<file path="src/dgs_pkg.sv">
// package of constants and types for the data group step sequencer
package dgs_pkg;
    // ************************************************************
    // condition types
    // ************************************************************
    localparam logic [1:0] COND_NONE = 2'h0;
    localparam logic [1:0] COND_DELAY = 2'h1;
    localparam logic [1:0] COND_EDGE = 2'h2;
    localparam logic [1:0] COND_LEVEL = 2'h3;
    // ************************************************************
    // relation between the two conditions
    // ************************************************************
    localparam logic [1:0] REL_NONE = 2'h0;
    localparam logic [1:0] REL_AND = 2'h1;
    localparam logic [1:0] REL_OR = 2'h2;
    // ************************************************************
    // edge selection and level selection values
    // ************************************************************
    localparam logic [15:0] EDGE_RISE = 16'h0000;
    localparam logic [15:0] EDGE_FALL = 16'h0001;
    localparam logic [15:0] EDGE_BOTH = 16'h0002;
    localparam logic [15:0] LEVEL_LOW = 16'h0004;
    // ************************************************************
    // speed limits and resets
    // ************************************************************
    localparam logic [12:0] SPEED_MAX = 13'h1770;
    localparam logic [12:0] SPEED_RESET = 13'h0064;
    localparam logic [15:0] VALUE_RESET = 16'h0000;
    localparam logic [1:0] TYPE_RESET = 2'h0;
    localparam logic [1:0] REL_RESET = 2'h0;
    // ************************************************************
    // timing
    // ************************************************************
    localparam int CLK_MHZ = 125;
    localparam int MS_US = 1000;
    localparam int MS_CYCLES = CLK_MHZ * MS_US;
    localparam logic [16:0] MS_CYCLES_W = 17'(MS_CYCLES);
    // sequencer states
    typedef enum logic [1:0] {ST_IDLE, ST_RUN, ST_DONE} dgs_state_t;
endpackage : dgs_pkg

</file>
<file path="src/dgs_cond_eval.sv">
// evaluation of one step-change condition
`timescale 1ns/10ps
module dgs_cond_eval #(
    parameter int MS_CYCLES = 125000
) (
    // clock and reset
    input wire logic clk,
    input wire logic rstN,
    // control
    input wire logic start,
    input wire logic [1:0] condType,
    input wire logic [15:0] condValue,
    // sampled step-advance input and edges
    input wire logic advLevel,
    input wire logic advRise,
    input wire logic advFall,
    // result
    output logic met
);
    logic [16:0] tickCnt_q, tickCnt_d;
    logic [15:0] msCnt_q, msCnt_d;
    logic edgeSeen_q, edgeSeen_d;
    logic met_q, met_d;
    logic edgeHit;
    logic levelHit;

    always_comb begin
        case (condValue)
            dgs_pkg::EDGE_RISE: edgeHit = advRise; // RQ5
            dgs_pkg::EDGE_FALL: edgeHit = advFall; // RQ6
            dgs_pkg::EDGE_BOTH: edgeHit = advRise | advFall; // RQ6
            default: edgeHit = 1'b0;
        endcase
        // a level value of 4 asks for a low level, anything else high
        levelHit = (condValue == dgs_pkg::LEVEL_LOW) ? ~advLevel : advLevel;
    end

    always_comb begin
        tickCnt_d = tickCnt_q;
        msCnt_d = msCnt_q;
        edgeSeen_d = edgeSeen_q;
        met_d = met_q;
        if (start) begin
            tickCnt_d = 17'h00000;
            msCnt_d = 16'h0000;
            // an edge in the arming cycle already belongs to the new group
            edgeSeen_d = edgeHit;
            met_d = 1'b0;
        end else begin
            case (condType) // RQ1 RQ2
                dgs_pkg::COND_NONE: met_d = 1'b1; // RQ7
                dgs_pkg::COND_DELAY: begin
                    // RQ4: whole milliseconds counted from the start
                    if (msCnt_q == condValue) begin
                        met_d = 1'b1;
                    end else if (tickCnt_q == 17'(MS_CYCLES - 1)) begin
                        tickCnt_d = 17'h00000;
                        msCnt_d = msCnt_q + 16'h0001;
                    end else begin
                        tickCnt_d = tickCnt_q + 17'h00001;
                    end
                end
                dgs_pkg::COND_EDGE: begin
                    // an edge is latched so that the other condition may arrive later
                    if (edgeHit) begin
                        edgeSeen_d = 1'b1;
                    end
                    met_d = edgeSeen_q | edgeHit;
                end
                dgs_pkg::COND_LEVEL: met_d = levelHit;
                default: met_d = 1'b0;
            endcase
        end
    end

    always_ff @(posedge clk or negedge rstN) begin
        if (!rstN) begin
            tickCnt_q <= 17'h00000;
            msCnt_q <= 16'h0000;
            edgeSeen_q <= 1'b0;
            met_q <= 1'b0;
        end else begin
            tickCnt_q <= tickCnt_d;
            msCnt_q <= msCnt_d;
            edgeSeen_q <= edgeSeen_d;
            met_q <= met_d;
        end
    end

    assign met = met_q;
endmodule : dgs_cond_eval

</file>
<file path="src/dgs_step_sequencer.sv">
// data group step sequencer top: settings capture, condition join, step pulse
// Summary of operation
// RQ1 - first condition type decodes none, delay, input edge, input level
// RQ2 - second independent condition type with the same four choices
// RQ3 - conditions joined by none, AND or OR to decide the step
// RQ4 - delay condition waits value milliseconds, 0 to 65535
// RQ5 - edge condition with value 0 accepts a rising step-advance edge
// RQ6 - edge value 1 selects falling, value 2 either edge
// RQ7 - unconditional condition ignores its value and is met at once
// RQ8 - per-group speed 0 to 6000 rpm, default 100, applies after restart
// RQ9 - two condition values per group, 0 to 65535, reset 0, applied on restart
// RQ10 - outside party holds step-advance input stable long enough to sample
`timescale 1ns/10ps
module dgs_step_sequencer (
    // clock and reset
    input wire logic core_clk,
    input wire logic nrst,
    // group settings from parameters
    input wire logic [12:0] cfgSpeed,
    input wire logic [1:0] cfgType1,
    input wire logic [1:0] cfgType2,
    input wire logic [1:0] cfgRelation,
    input wire logic [15:0] cfgValue1,
    input wire logic [15:0] cfgValue2,
    // restart loads settings, start arms a group
    input wire logic restart,
    input wire logic startGroup,
    // step-advance input from the outside switch
    input wire logic stepAdvanceIn,
    // results
    output logic [12:0] groupSpeed,
    output logic busy,
    output logic stepChange
);
    // ************************************************************
    // reset release
    // ************************************************************
    logic rstSync1_q, rstN_q;
    always_ff @(posedge core_clk or negedge nrst) begin
        if (!nrst) begin
            rstSync1_q <= 1'b0;
            rstN_q <= 1'b0;
        end else begin
            rstSync1_q <= 1'b1;
            rstN_q <= rstSync1_q;
        end
    end

    // ************************************************************
    // settings, taken only at restart
    // ************************************************************
    logic [12:0] speed_q, speed_d;
    logic [1:0] type1_q, type1_d;
    logic [1:0] type2_q, type2_d;
    logic [1:0] rel_q, rel_d;
    logic [15:0] val1_q, val1_d;
    logic [15:0] val2_q, val2_d;

    // out of range speed is clamped rather than wrapping
    function automatic logic [12:0] clampSpeed(input logic [12:0] raw);
        if (raw > dgs_pkg::SPEED_MAX) begin
            clampSpeed = dgs_pkg::SPEED_MAX;
        end else begin
            clampSpeed = raw;
        end
    endfunction : clampSpeed

    always_comb begin
        speed_d = speed_q;
        type1_d = type1_q;
        type2_d = type2_q;
        rel_d = rel_q;
        val1_d = val1_q;
        val2_d = val2_q;
        if (restart) begin
            speed_d = clampSpeed(cfgSpeed); // RQ8
            type1_d = cfgType1; // RQ1
            type2_d = cfgType2; // RQ2
            rel_d = cfgRelation; // RQ3
            val1_d = cfgValue1; // RQ9
            val2_d = cfgValue2; // RQ9
        end
    end

    always_ff @(posedge core_clk or negedge rstN_q) begin
        if (!rstN_q) begin
            speed_q <= dgs_pkg::SPEED_RESET;
            type1_q <= dgs_pkg::TYPE_RESET;
            type2_q <= dgs_pkg::TYPE_RESET;
            rel_q <= dgs_pkg::REL_RESET;
            val1_q <= dgs_pkg::VALUE_RESET;
            val2_q <= dgs_pkg::VALUE_RESET;
        end else begin
            speed_q <= speed_d;
            type1_q <= type1_d;
            type2_q <= type2_d;
            rel_q <= rel_d;
            val1_q <= val1_d;
            val2_q <= val2_d;
        end
    end

    // ************************************************************
    // step-advance sampling and edges
    // ************************************************************
    // the input is taken as synchronous; it must stay one cycle to be seen
    // both flops reset to the idle low level, so no false edge follows reset
    logic adv_q, adv_d, advPrev_q, advPrev_d;
    logic advRise, advFall;

    always_comb begin
        adv_d = stepAdvanceIn;
        advPrev_d = adv_q;
    end

    always_ff @(posedge core_clk or negedge rstN_q) begin
        if (!rstN_q) begin
            adv_q <= 1'b0;
            advPrev_q <= 1'b0;
        end else begin
            adv_q <= adv_d;
            advPrev_q <= advPrev_d;
        end
    end
    assign advRise = adv_q & ~advPrev_q;
    assign advFall = ~adv_q & advPrev_q;

    // ************************************************************
    // condition evaluators
    // ************************************************************
    logic armPulse;
    logic met1, met2;

    // both evaluators share one sampled input, so one edge can satisfy both
    // conditions in the same cycle when they ask for it

    dgs_cond_eval #(
        .MS_CYCLES(dgs_pkg::MS_CYCLES)
    ) uCond1 (
        .clk(core_clk),
        .rstN(rstN_q),
        .start(armPulse),
        .condType(type1_q),
        .condValue(val1_q),
        .advLevel(adv_q),
        .advRise(advRise),
        .advFall(advFall),
        .met(met1)
    );

    dgs_cond_eval #(
        .MS_CYCLES(dgs_pkg::MS_CYCLES)
    ) uCond2 (
        .clk(core_clk),
        .rstN(rstN_q),
        .start(armPulse),
        .condType(type2_q),
        .condValue(val2_q),
        .advLevel(adv_q),
        .advRise(advRise),
        .advFall(advFall),
        .met(met2)
    );

    // ************************************************************
    // join and step sequencing
    // ************************************************************
    function automatic logic joinConds(input logic [1:0] rel, input logic a, input logic b);
        case (rel)
            dgs_pkg::REL_AND: joinConds = a & b;
            dgs_pkg::REL_OR: joinConds = a | b;
            // no connection: only the first condition decides
            default: joinConds = a;
        endcase
    endfunction : joinConds

    dgs_pkg::dgs_state_t state_q, state_d;
    logic step_q, step_d;
    logic joined;

    assign joined = joinConds(rel_q, met1, met2); // RQ3

    always_comb begin
        state_d = state_q;
        step_d = 1'b0;
        armPulse = 1'b0;
        case (state_q)
            dgs_pkg::ST_IDLE: begin
                if (startGroup) begin
                    armPulse = 1'b1;
                    state_d = dgs_pkg::ST_DONE;
                end
            end
            // one settle cycle so the evaluators see their cleared state;
            // restart aborts here too, so new settings meet a half-armed group only when restart and startGroup coincide in ST_IDLE
            dgs_pkg::ST_DONE: begin
                if (restart) begin
                    state_d = dgs_pkg::ST_IDLE;
                end else begin
                    state_d = dgs_pkg::ST_RUN;
                end
            end
            dgs_pkg::ST_RUN: begin
                if (restart) begin
                    state_d = dgs_pkg::ST_IDLE;
                end else if (joined) begin
                    step_d = 1'b1; // RQ3
                    state_d = dgs_pkg::ST_IDLE;
                end
            end
            default: state_d = dgs_pkg::ST_IDLE;
        endcase
    end

    always_ff @(posedge core_clk or negedge rstN_q) begin
        if (!rstN_q) begin
            state_q <= dgs_pkg::ST_IDLE;
            step_q <= 1'b0;
        end else begin
            state_q <= state_d;
            step_q <= step_d;
        end
    end

    // busy is decoded from the state register; speed and step come from flops
    assign groupSpeed = speed_q;
    assign busy = (state_q != dgs_pkg::ST_IDLE);
    assign stepChange = step_q;
endmodule : dgs_step_sequencer

</file>
<file path="config.mk">
export PLATFORM = sky130hd
export DESIGN_NAME = dgs_step_sequencer
export DESIGN_NICKNAME = d
export VERILOG_FILES = /design/src/dgs_pkg.sv /design/src/dgs_cond_eval.sv /design/src/dgs_step_sequencer.sv
export SDC_FILE = /design/constraint.sdc
export NUM_CORES = 1
export LEC_CHECK = 0
export ABC_AREA = 0
export ABC_CLOCK_PERIOD_IN_PS = 5200
export BUFFER_PORTS_ARGS = -buffer_cell sky130_fd_sc_hd__buf_2
export CORE_ASPECT_RATIO = 0.6
export CORE_MARGIN = 2
export CORE_UTILIZATION = 45
export CTS_CLUSTER_DIAMETER = 120
export DETAILED_ROUTE_END_ITERATION = 8
export SLEW_MARGIN = 15
export SYNTH_ARGS = -nofsm -noshare
export SYNTH_HDL_FRONTEND = slang
export SYNTH_SLANG_ARGS = --single-unit
</file>
<file path="constraint.sdc">
create_clock -name core_clk -period 5.2 [get_ports core_clk]
set_input_delay 0.26 -clock core_clk [delete_from_list [all_inputs] [get_ports core_clk]]
set_output_delay 0.26 -clock core_clk [all_outputs]
set_load 0.005 [all_outputs]
</file>
### Word level (Yosys, flattened, before mapping)

Cells that the tools add are included.

| storage, ports and cells | value |
|---|---|
| register bits after elaboration | 128 |
| bits in latches | 0 |
| memory bits (writable) | 0 |
| bits in read-only memories | 0 |
| output and inout port bits | 15 |
| memories kept | 0 |

| operators by class | value |
|---|---|
| add/subtract/negate cells | 4 |
| multipliers | 0 |
| div/mod/pow operators | 0 |
| magnitude comparators | 1 |
| equal/unequal tests | 26 |
| shift operators | 0 |
| mux-type cells | 44 |
| bitwise logic cells | 9 |
| reduce and logical (&&, ||, !) cells | 21 |

Operators by type and width:

| operator | number |
|---|---|
| $mux W17 | 8 |
| $mux W16 | 8 |
| $add A17 B1 Y17 const B | 2 |
| $eq A17 B17 Y1 const B | 2 |
| $add A16 B1 Y16 const B | 2 |
| $eq A16 B1 Y1 const B | 2 |
| $eq A16 B16 Y1 | 2 |
| $eq A16 B2 Y1 const B | 2 |
| $eq A16 B3 Y1 const B | 2 |
| $logic_not A16 Y1 | 2 |
| $mux W1 | 18 |
| $reduce_bool A2 Y1 | 9 |
| $gt A13 B13 Y1 const B | 1 |
| $mux W13 | 1 |
| $eq A2 B2 Y1 const B | 6 |
| $reduce_and A2 Y1 | 5 |
| $eq A2 B1 Y1 const B | 4 |
| $pmux W1 S4 | 2 |
| $logic_not A2 Y1 | 3 |
| $mux W2 | 3 |
| $ne A2 B2 Y1 const B | 3 |
| $ne A3 B2 Y1 const B | 2 |
| $pmux W1 S3 | 2 |
| $pmux W2 S3 | 1 |
| 6 further kinds | 13 |

### Depth between registers and ports, before layout

| depth | value |
|---|---|
| depth after elaboration | 7 |
| depth in mapped cells | 9 |
| mapped depth without buffers | 8 |

### By module

A second synthesis with hierarchy kept.

| second synthesis, totals | value |
|---|---|
| cell total of the unflattened synthesis | 716 |
| area, all modules | 7216.9 µm² |

By module, submodules not included:

| module | times used | cells each | area each (µm²) |
|---|---|---|---|
| dgs_cond_eval | 2 | 277 | 2447.3 |
| dgs_step_sequencer | 1 | 162 | 2322.2 |

### Worst setup path before layout

No wires, ideal clock.

| timing path | value |
|---|---|
| path kind | reg-to-reg |
| start | register uCond2.tickCnt_q[0] |
| end | register uCond2.tickCnt_q[14] |
| setup time | 67 ps |
| arrival time | 2168 ps |
| required time | 5133 ps |
| path slack | 2965 ps |
| cell stages (with the launch flop) | 9 |
| clock period less this slack | 2235 ps |
| cell sequence | dfrtp_1 ha_1 and4_1 and4_1 clkbuf_1 and2_1 a21oi_1 or4b_2 nand2_1 |

| between the ends | value |
|---|---|
| longest elaborated chain between the ends | 5 |
| elaborated cells between the ends (all ways) | 6 |

RTL lines:

| what | RTL line | source |
|---|---|---|
| start, declared | dgs_cond_eval.sv:20 | `logic [16:0] tickCnt_q, tickCnt_d;` |
| start signal, assigned | dgs_cond_eval.sv:83 | `tickCnt_q <= tickCnt_d;` |
| $add A17 B1 Y17 / $eq A17 B17 Y1 (equally long branches) | dgs_cond_eval.sv:60, dgs_cond_eval.sv:56 |  |
| $mux W17 (*) | dgs_cond_eval.sv:56 | `end else if (tickCnt_q == 17'(MS_CYCLES - 1)) begin` |
| $mux W17 (*) | dgs_cond_eval.sv:54 | `if (msCnt_q == condValue) begin` |
| $mux W17 (*) | dgs_cond_eval.sv:50 | `case (condType)` |
| $mux W17 (*) | dgs_cond_eval.sv:43 | `if (start) begin` |

Mark *: on every way between the ends. The rest lies on a longest branch, timed or not. The select of a mux whose other input is x is not followed.
A chain may end at the register's enable or synchronous reset.

### Final worst setup path

| timing path | value |
|---|---|
| start | register uCond2.msCnt_q[14] |
| end | register uCond2.tickCnt_q[15] |

| between the ends | value |
|---|---|
| longest elaborated chain between the ends | 3 |

RTL lines:

| what | RTL line | source |
|---|---|---|
| start, declared | dgs_cond_eval.sv:21 | `logic [15:0] msCnt_q, msCnt_d;` |
| start signal, assigned | dgs_cond_eval.sv:84 | `msCnt_q <= msCnt_d;` |
| $eq A16 B16 Y1 | dgs_cond_eval.sv:54 |  |
| $ne A2 B2 Y1 (no source line) | - |  |
| $reduce_and A2 Y1 (no source line) | - |  |

No other way between the ends.

==> impl_metrics.env <==
export IMPL_status="completed"
export IMPL_drtIter0Drc=310
export IMPL_synth_cell_types=58
export IMPL_ir_drop_mv=0.1604
export IMPL_track_usage_pct=20.79
export IMPL_synth_top_area_share_pct=47.76
export IMPL_hold_path_class="input pin to flip-flop"
export IMPL_rrSetupSlack_ns=2.28
export IMPL_finalInstanceArea_um2=7701
export IMPL_max_stage_delay_ns=0.87
export IMPL_cp_end_kind="flip-flop"
export IMPL_fin_nets=786
export IMPL_max_clock_path_buffers=2
export IMPL_max_freq_mhz=342.5
export IMPL_clock_latency_ns=0.42
export IMPL_path_clk_slew_ns=0.06
export IMPL_grt_pass1_wl_um=26140
export IMPL_port_buffers=70
export IMPL_die_h_um=97.45
export IMPL_power_leakage_nw=3.409
export IMPL_netlist_top_cells_count="125 x dfrtp_1, 57 x nand2_1, 52 x o21ai_0"
export IMPL_critPathCapture="uCond2.tickCnt_q[15]"
export IMPL_async_reset_ff_share_pct=100.0
export IMPL_ys_seq_elements=128
export IMPL_dpl_cell_area_um2=7074
export IMPL_drt_total_wl_um=15310
export IMPL_final_max_slew_viol_count=0
export IMPL_drt_first_pass_iters=4
export IMPL_antennaDiodeCount=0
export IMPL_maxCapViolations=0
export IMPL_power_total_mw=2.589
export IMPL_drt_antenna_violating_nets=0
export IMPL_core_um2=14340
export IMPL_synth_area_per_cell_um2=10.06
export IMPL_hpwl_um=10320
export IMPL_worstRegToRegCells=6
export IMPL_clock_sinks=128
export IMPL_yosys_area_top_type="dfrtp_1"
export IMPL_power_density_nw_per_um2=336.1
export IMPL_start_util_pct=45.69
export IMPL_rsz0062_at_grt="false"
export IMPL_area_growth_pct=17.57
export IMPL_syn_area_um2=6550
export IMPL_rows=34
export IMPL_synth_nets=715
export IMPL_worst_slew_pin_transition_ns=0.9942
export IMPL_crit_fanout=24
export IMPL_layout_worst_path_cycle_share_pct=56.14
export IMPL_via_per_inst=5.616
export IMPL_path_cells="xor2_1 > nor4_1 > nand4_1 > a21oi_2 > o21ai_0 > a21oi_1"
export IMPL_crit_slowest_cell="a21oi_2"
export IMPL_syn_inst=651
export IMPL_place_gp_congestion=0.8708
export IMPL_drive_gt1_share_pct=22.45
export IMPL_crit_reg2reg_launch="uCond2.msCnt_q[14]"
export IMPL_finalSetupViolations=0
export IMPL_yosysMostFrequentCell="dfrtp_1"
export IMPL_drc_errors=0
export IMPL_clock_skew_ns=0.01385
export IMPL_worstPathRequired_ns=5.53
export IMPL_fin_crit_ns=2.919
export IMPL_fin_setup_tns_ns=0
export IMPL_nFillCells=1268
export IMPL_wl_per_cell_um=16.41
export IMPL_synth_area_leaders="dfrtp_1 48%, mux2_2 6.2%, xor2_1 5.7%, o21ai_0 4.0%, a21oi_1 3.7%"
export IMPL_cts_root_buf="clkbuf_16"
export IMPL_vias=5240
export IMPL_htreeDepth=4
export IMPL_path_class="flip-flop to flip-flop"
export IMPL_cp_start_kind="flip-flop"
export IMPL_synth_edff_count=0
export IMPL_arrival_ns=3.25
export IMPL_cts_tree="yes"
export IMPL_hold_viol_final=0
export IMPL_die_x_um=159.8
export IMPL_pin_count=71
export IMPL_max_slew_margin_pct=33.51
export IMPL_grt_start_max_net_pins=69
export IMPL_yosys_most_used_dff="dfrtp_1"
export IMPL_antenna_found_initial=0
export IMPL_overflow=0
export IMPL_r2r_end="uCond2.tickCnt_q[15]"
export IMPL_cts_inserted_buffers=17
export IMPL_ys_seq_area_share_pct=48.96
export IMPL_grt_pass1_vias=5105
export IMPL_ys_warn_count=0
export IMPL_die_area_um2=15570
export IMPL_critPathLaunch="uCond2.msCnt_q[14]"
export IMPL_final_core_util_pct=53.72
flip-flops by register name, summed over array words and instances (netlist names):
name,cells
uCond1.tickCnt_q,17
uCond2.tickCnt_q,17
uCond1.msCnt_q,16
uCond2.msCnt_q,16
val1_q,16
val2_q,16
groupSpeed,13
rel_q,2
state_q,2
type1_q,2
type2_q,2
advPrev_d,1
advPrev_q,1
rstN_q,1
rstSync1_q,1
stepChange,1
uCond1.edgeSeen_q,1
uCond1.met,1
uCond2.edgeSeen_q,1
uCond2.met,1
per-stage QoR:
step	hold WS, ns	worst slack [ns]	cells
2_1_floorplan	-0.03559	1.375	651
3_3_place_gp	0.04821	2.055	899
3_5_place_dp	0.05443	1.849	899
4_1_cts	0.04792	1.839	933
5_1_grt	0.05750	1.961	933
6_report	0.05855	2.281	933
power by group:
part / switching, mW / internal, mW
sequential: 0.0688 / 1.05
combinational: 0.137 / 0.103
clock: 0.501 / 0.725
total: 0.707 / 1.88
cells by family (layout without fill, tap and decap cells):
kind of cell,count (synthesis),after routing,share of synthesized area (%)
AOI/OAI and AO/OA,131,131,11.46
xor gates and xnor gates,46,46,6.151
adders and majority gates,8,8,1.528
buffers and inverters,47,131,3.018
DFF,128,128,48.96
muxes,41,41,6.953
other,1,1,0.05725
and+or+nand+nor,249,249,21.87
metal layers:
layer | GRT usage, % | vias to the layer above | part of all wire (%)
met3 | 3.927 | 14 | 5.0
met4 | 5.035 | 0 | 0.99
met1 | 32.35 | 2575 | 52
li1 | - | 2519 | -
met5 | 0 | - | 0
met2 | 29.74 | 132 | 42
worst min path at each step:
stage          slack [ns]          to            from  cells past startpoint
2_1_floorplan       -0.04      rstN_q            nrst                      0
3_3_place_gp         0.05  rstSync1_q            nrst                      1
3_5_place_dp         0.05  rstSync1_q            nrst                      1
4_1_cts              0.05  type2_q[1]     cfgType2[1]                      3
5_1_grt              0.06    rel_q[0]  cfgRelation[0]                      3
6_report             0.06    rel_q[0]  cfgRelation[0]                      3
layout make-up:
class,count,area (µm²),share of cell area [%]
Sequential cell,128,3211,41.69
Multi-Input combinational cell,476,3153,40.94
Clock buffer,18,429.2,5.573
Timing Repair Buffer,77,407.9,5.297
Tap cell,198,247.7,3.217
Clock inverter,14,170.2,2.210
Inverter,22,82.58,1.072
critical path: cells and delay by family, from the launching register on:
family,cells,cell delay (ns)
flip-flops,1,0.43
AND/OR/NAND/NOR,2,0.97
AO/OA/AOI/OAI,3,1.24
XOR/XNOR,1,0.19
cell usage in the layout (no fill, tap or decap), types with 6 or more instances in the layout:
cell	count
o21ai_0	52
nor4_1	13
and3_1	11
nand2_1	57
o22a_1	6
buf_2	70
nor3_1	6
dfrtp_1	124
or4_1	12
mux2_2	36
o31ai_1	6
clkbuf_16	17
nand4_1	23
and4_1	8
or3_1	24
inv_1	21
nand3_1	24
xor2_1	43
ha_1	8
a21oi_1	47
and2_1	9
nor2_1	28
timing repair:
item,4_1_cts,5_1_grt
hold buffers,2,0
resized for setup,0,0
endpoints found under the hold margin,3,0
setup buffers,0,0
Power figures use the tool's default switching activity.
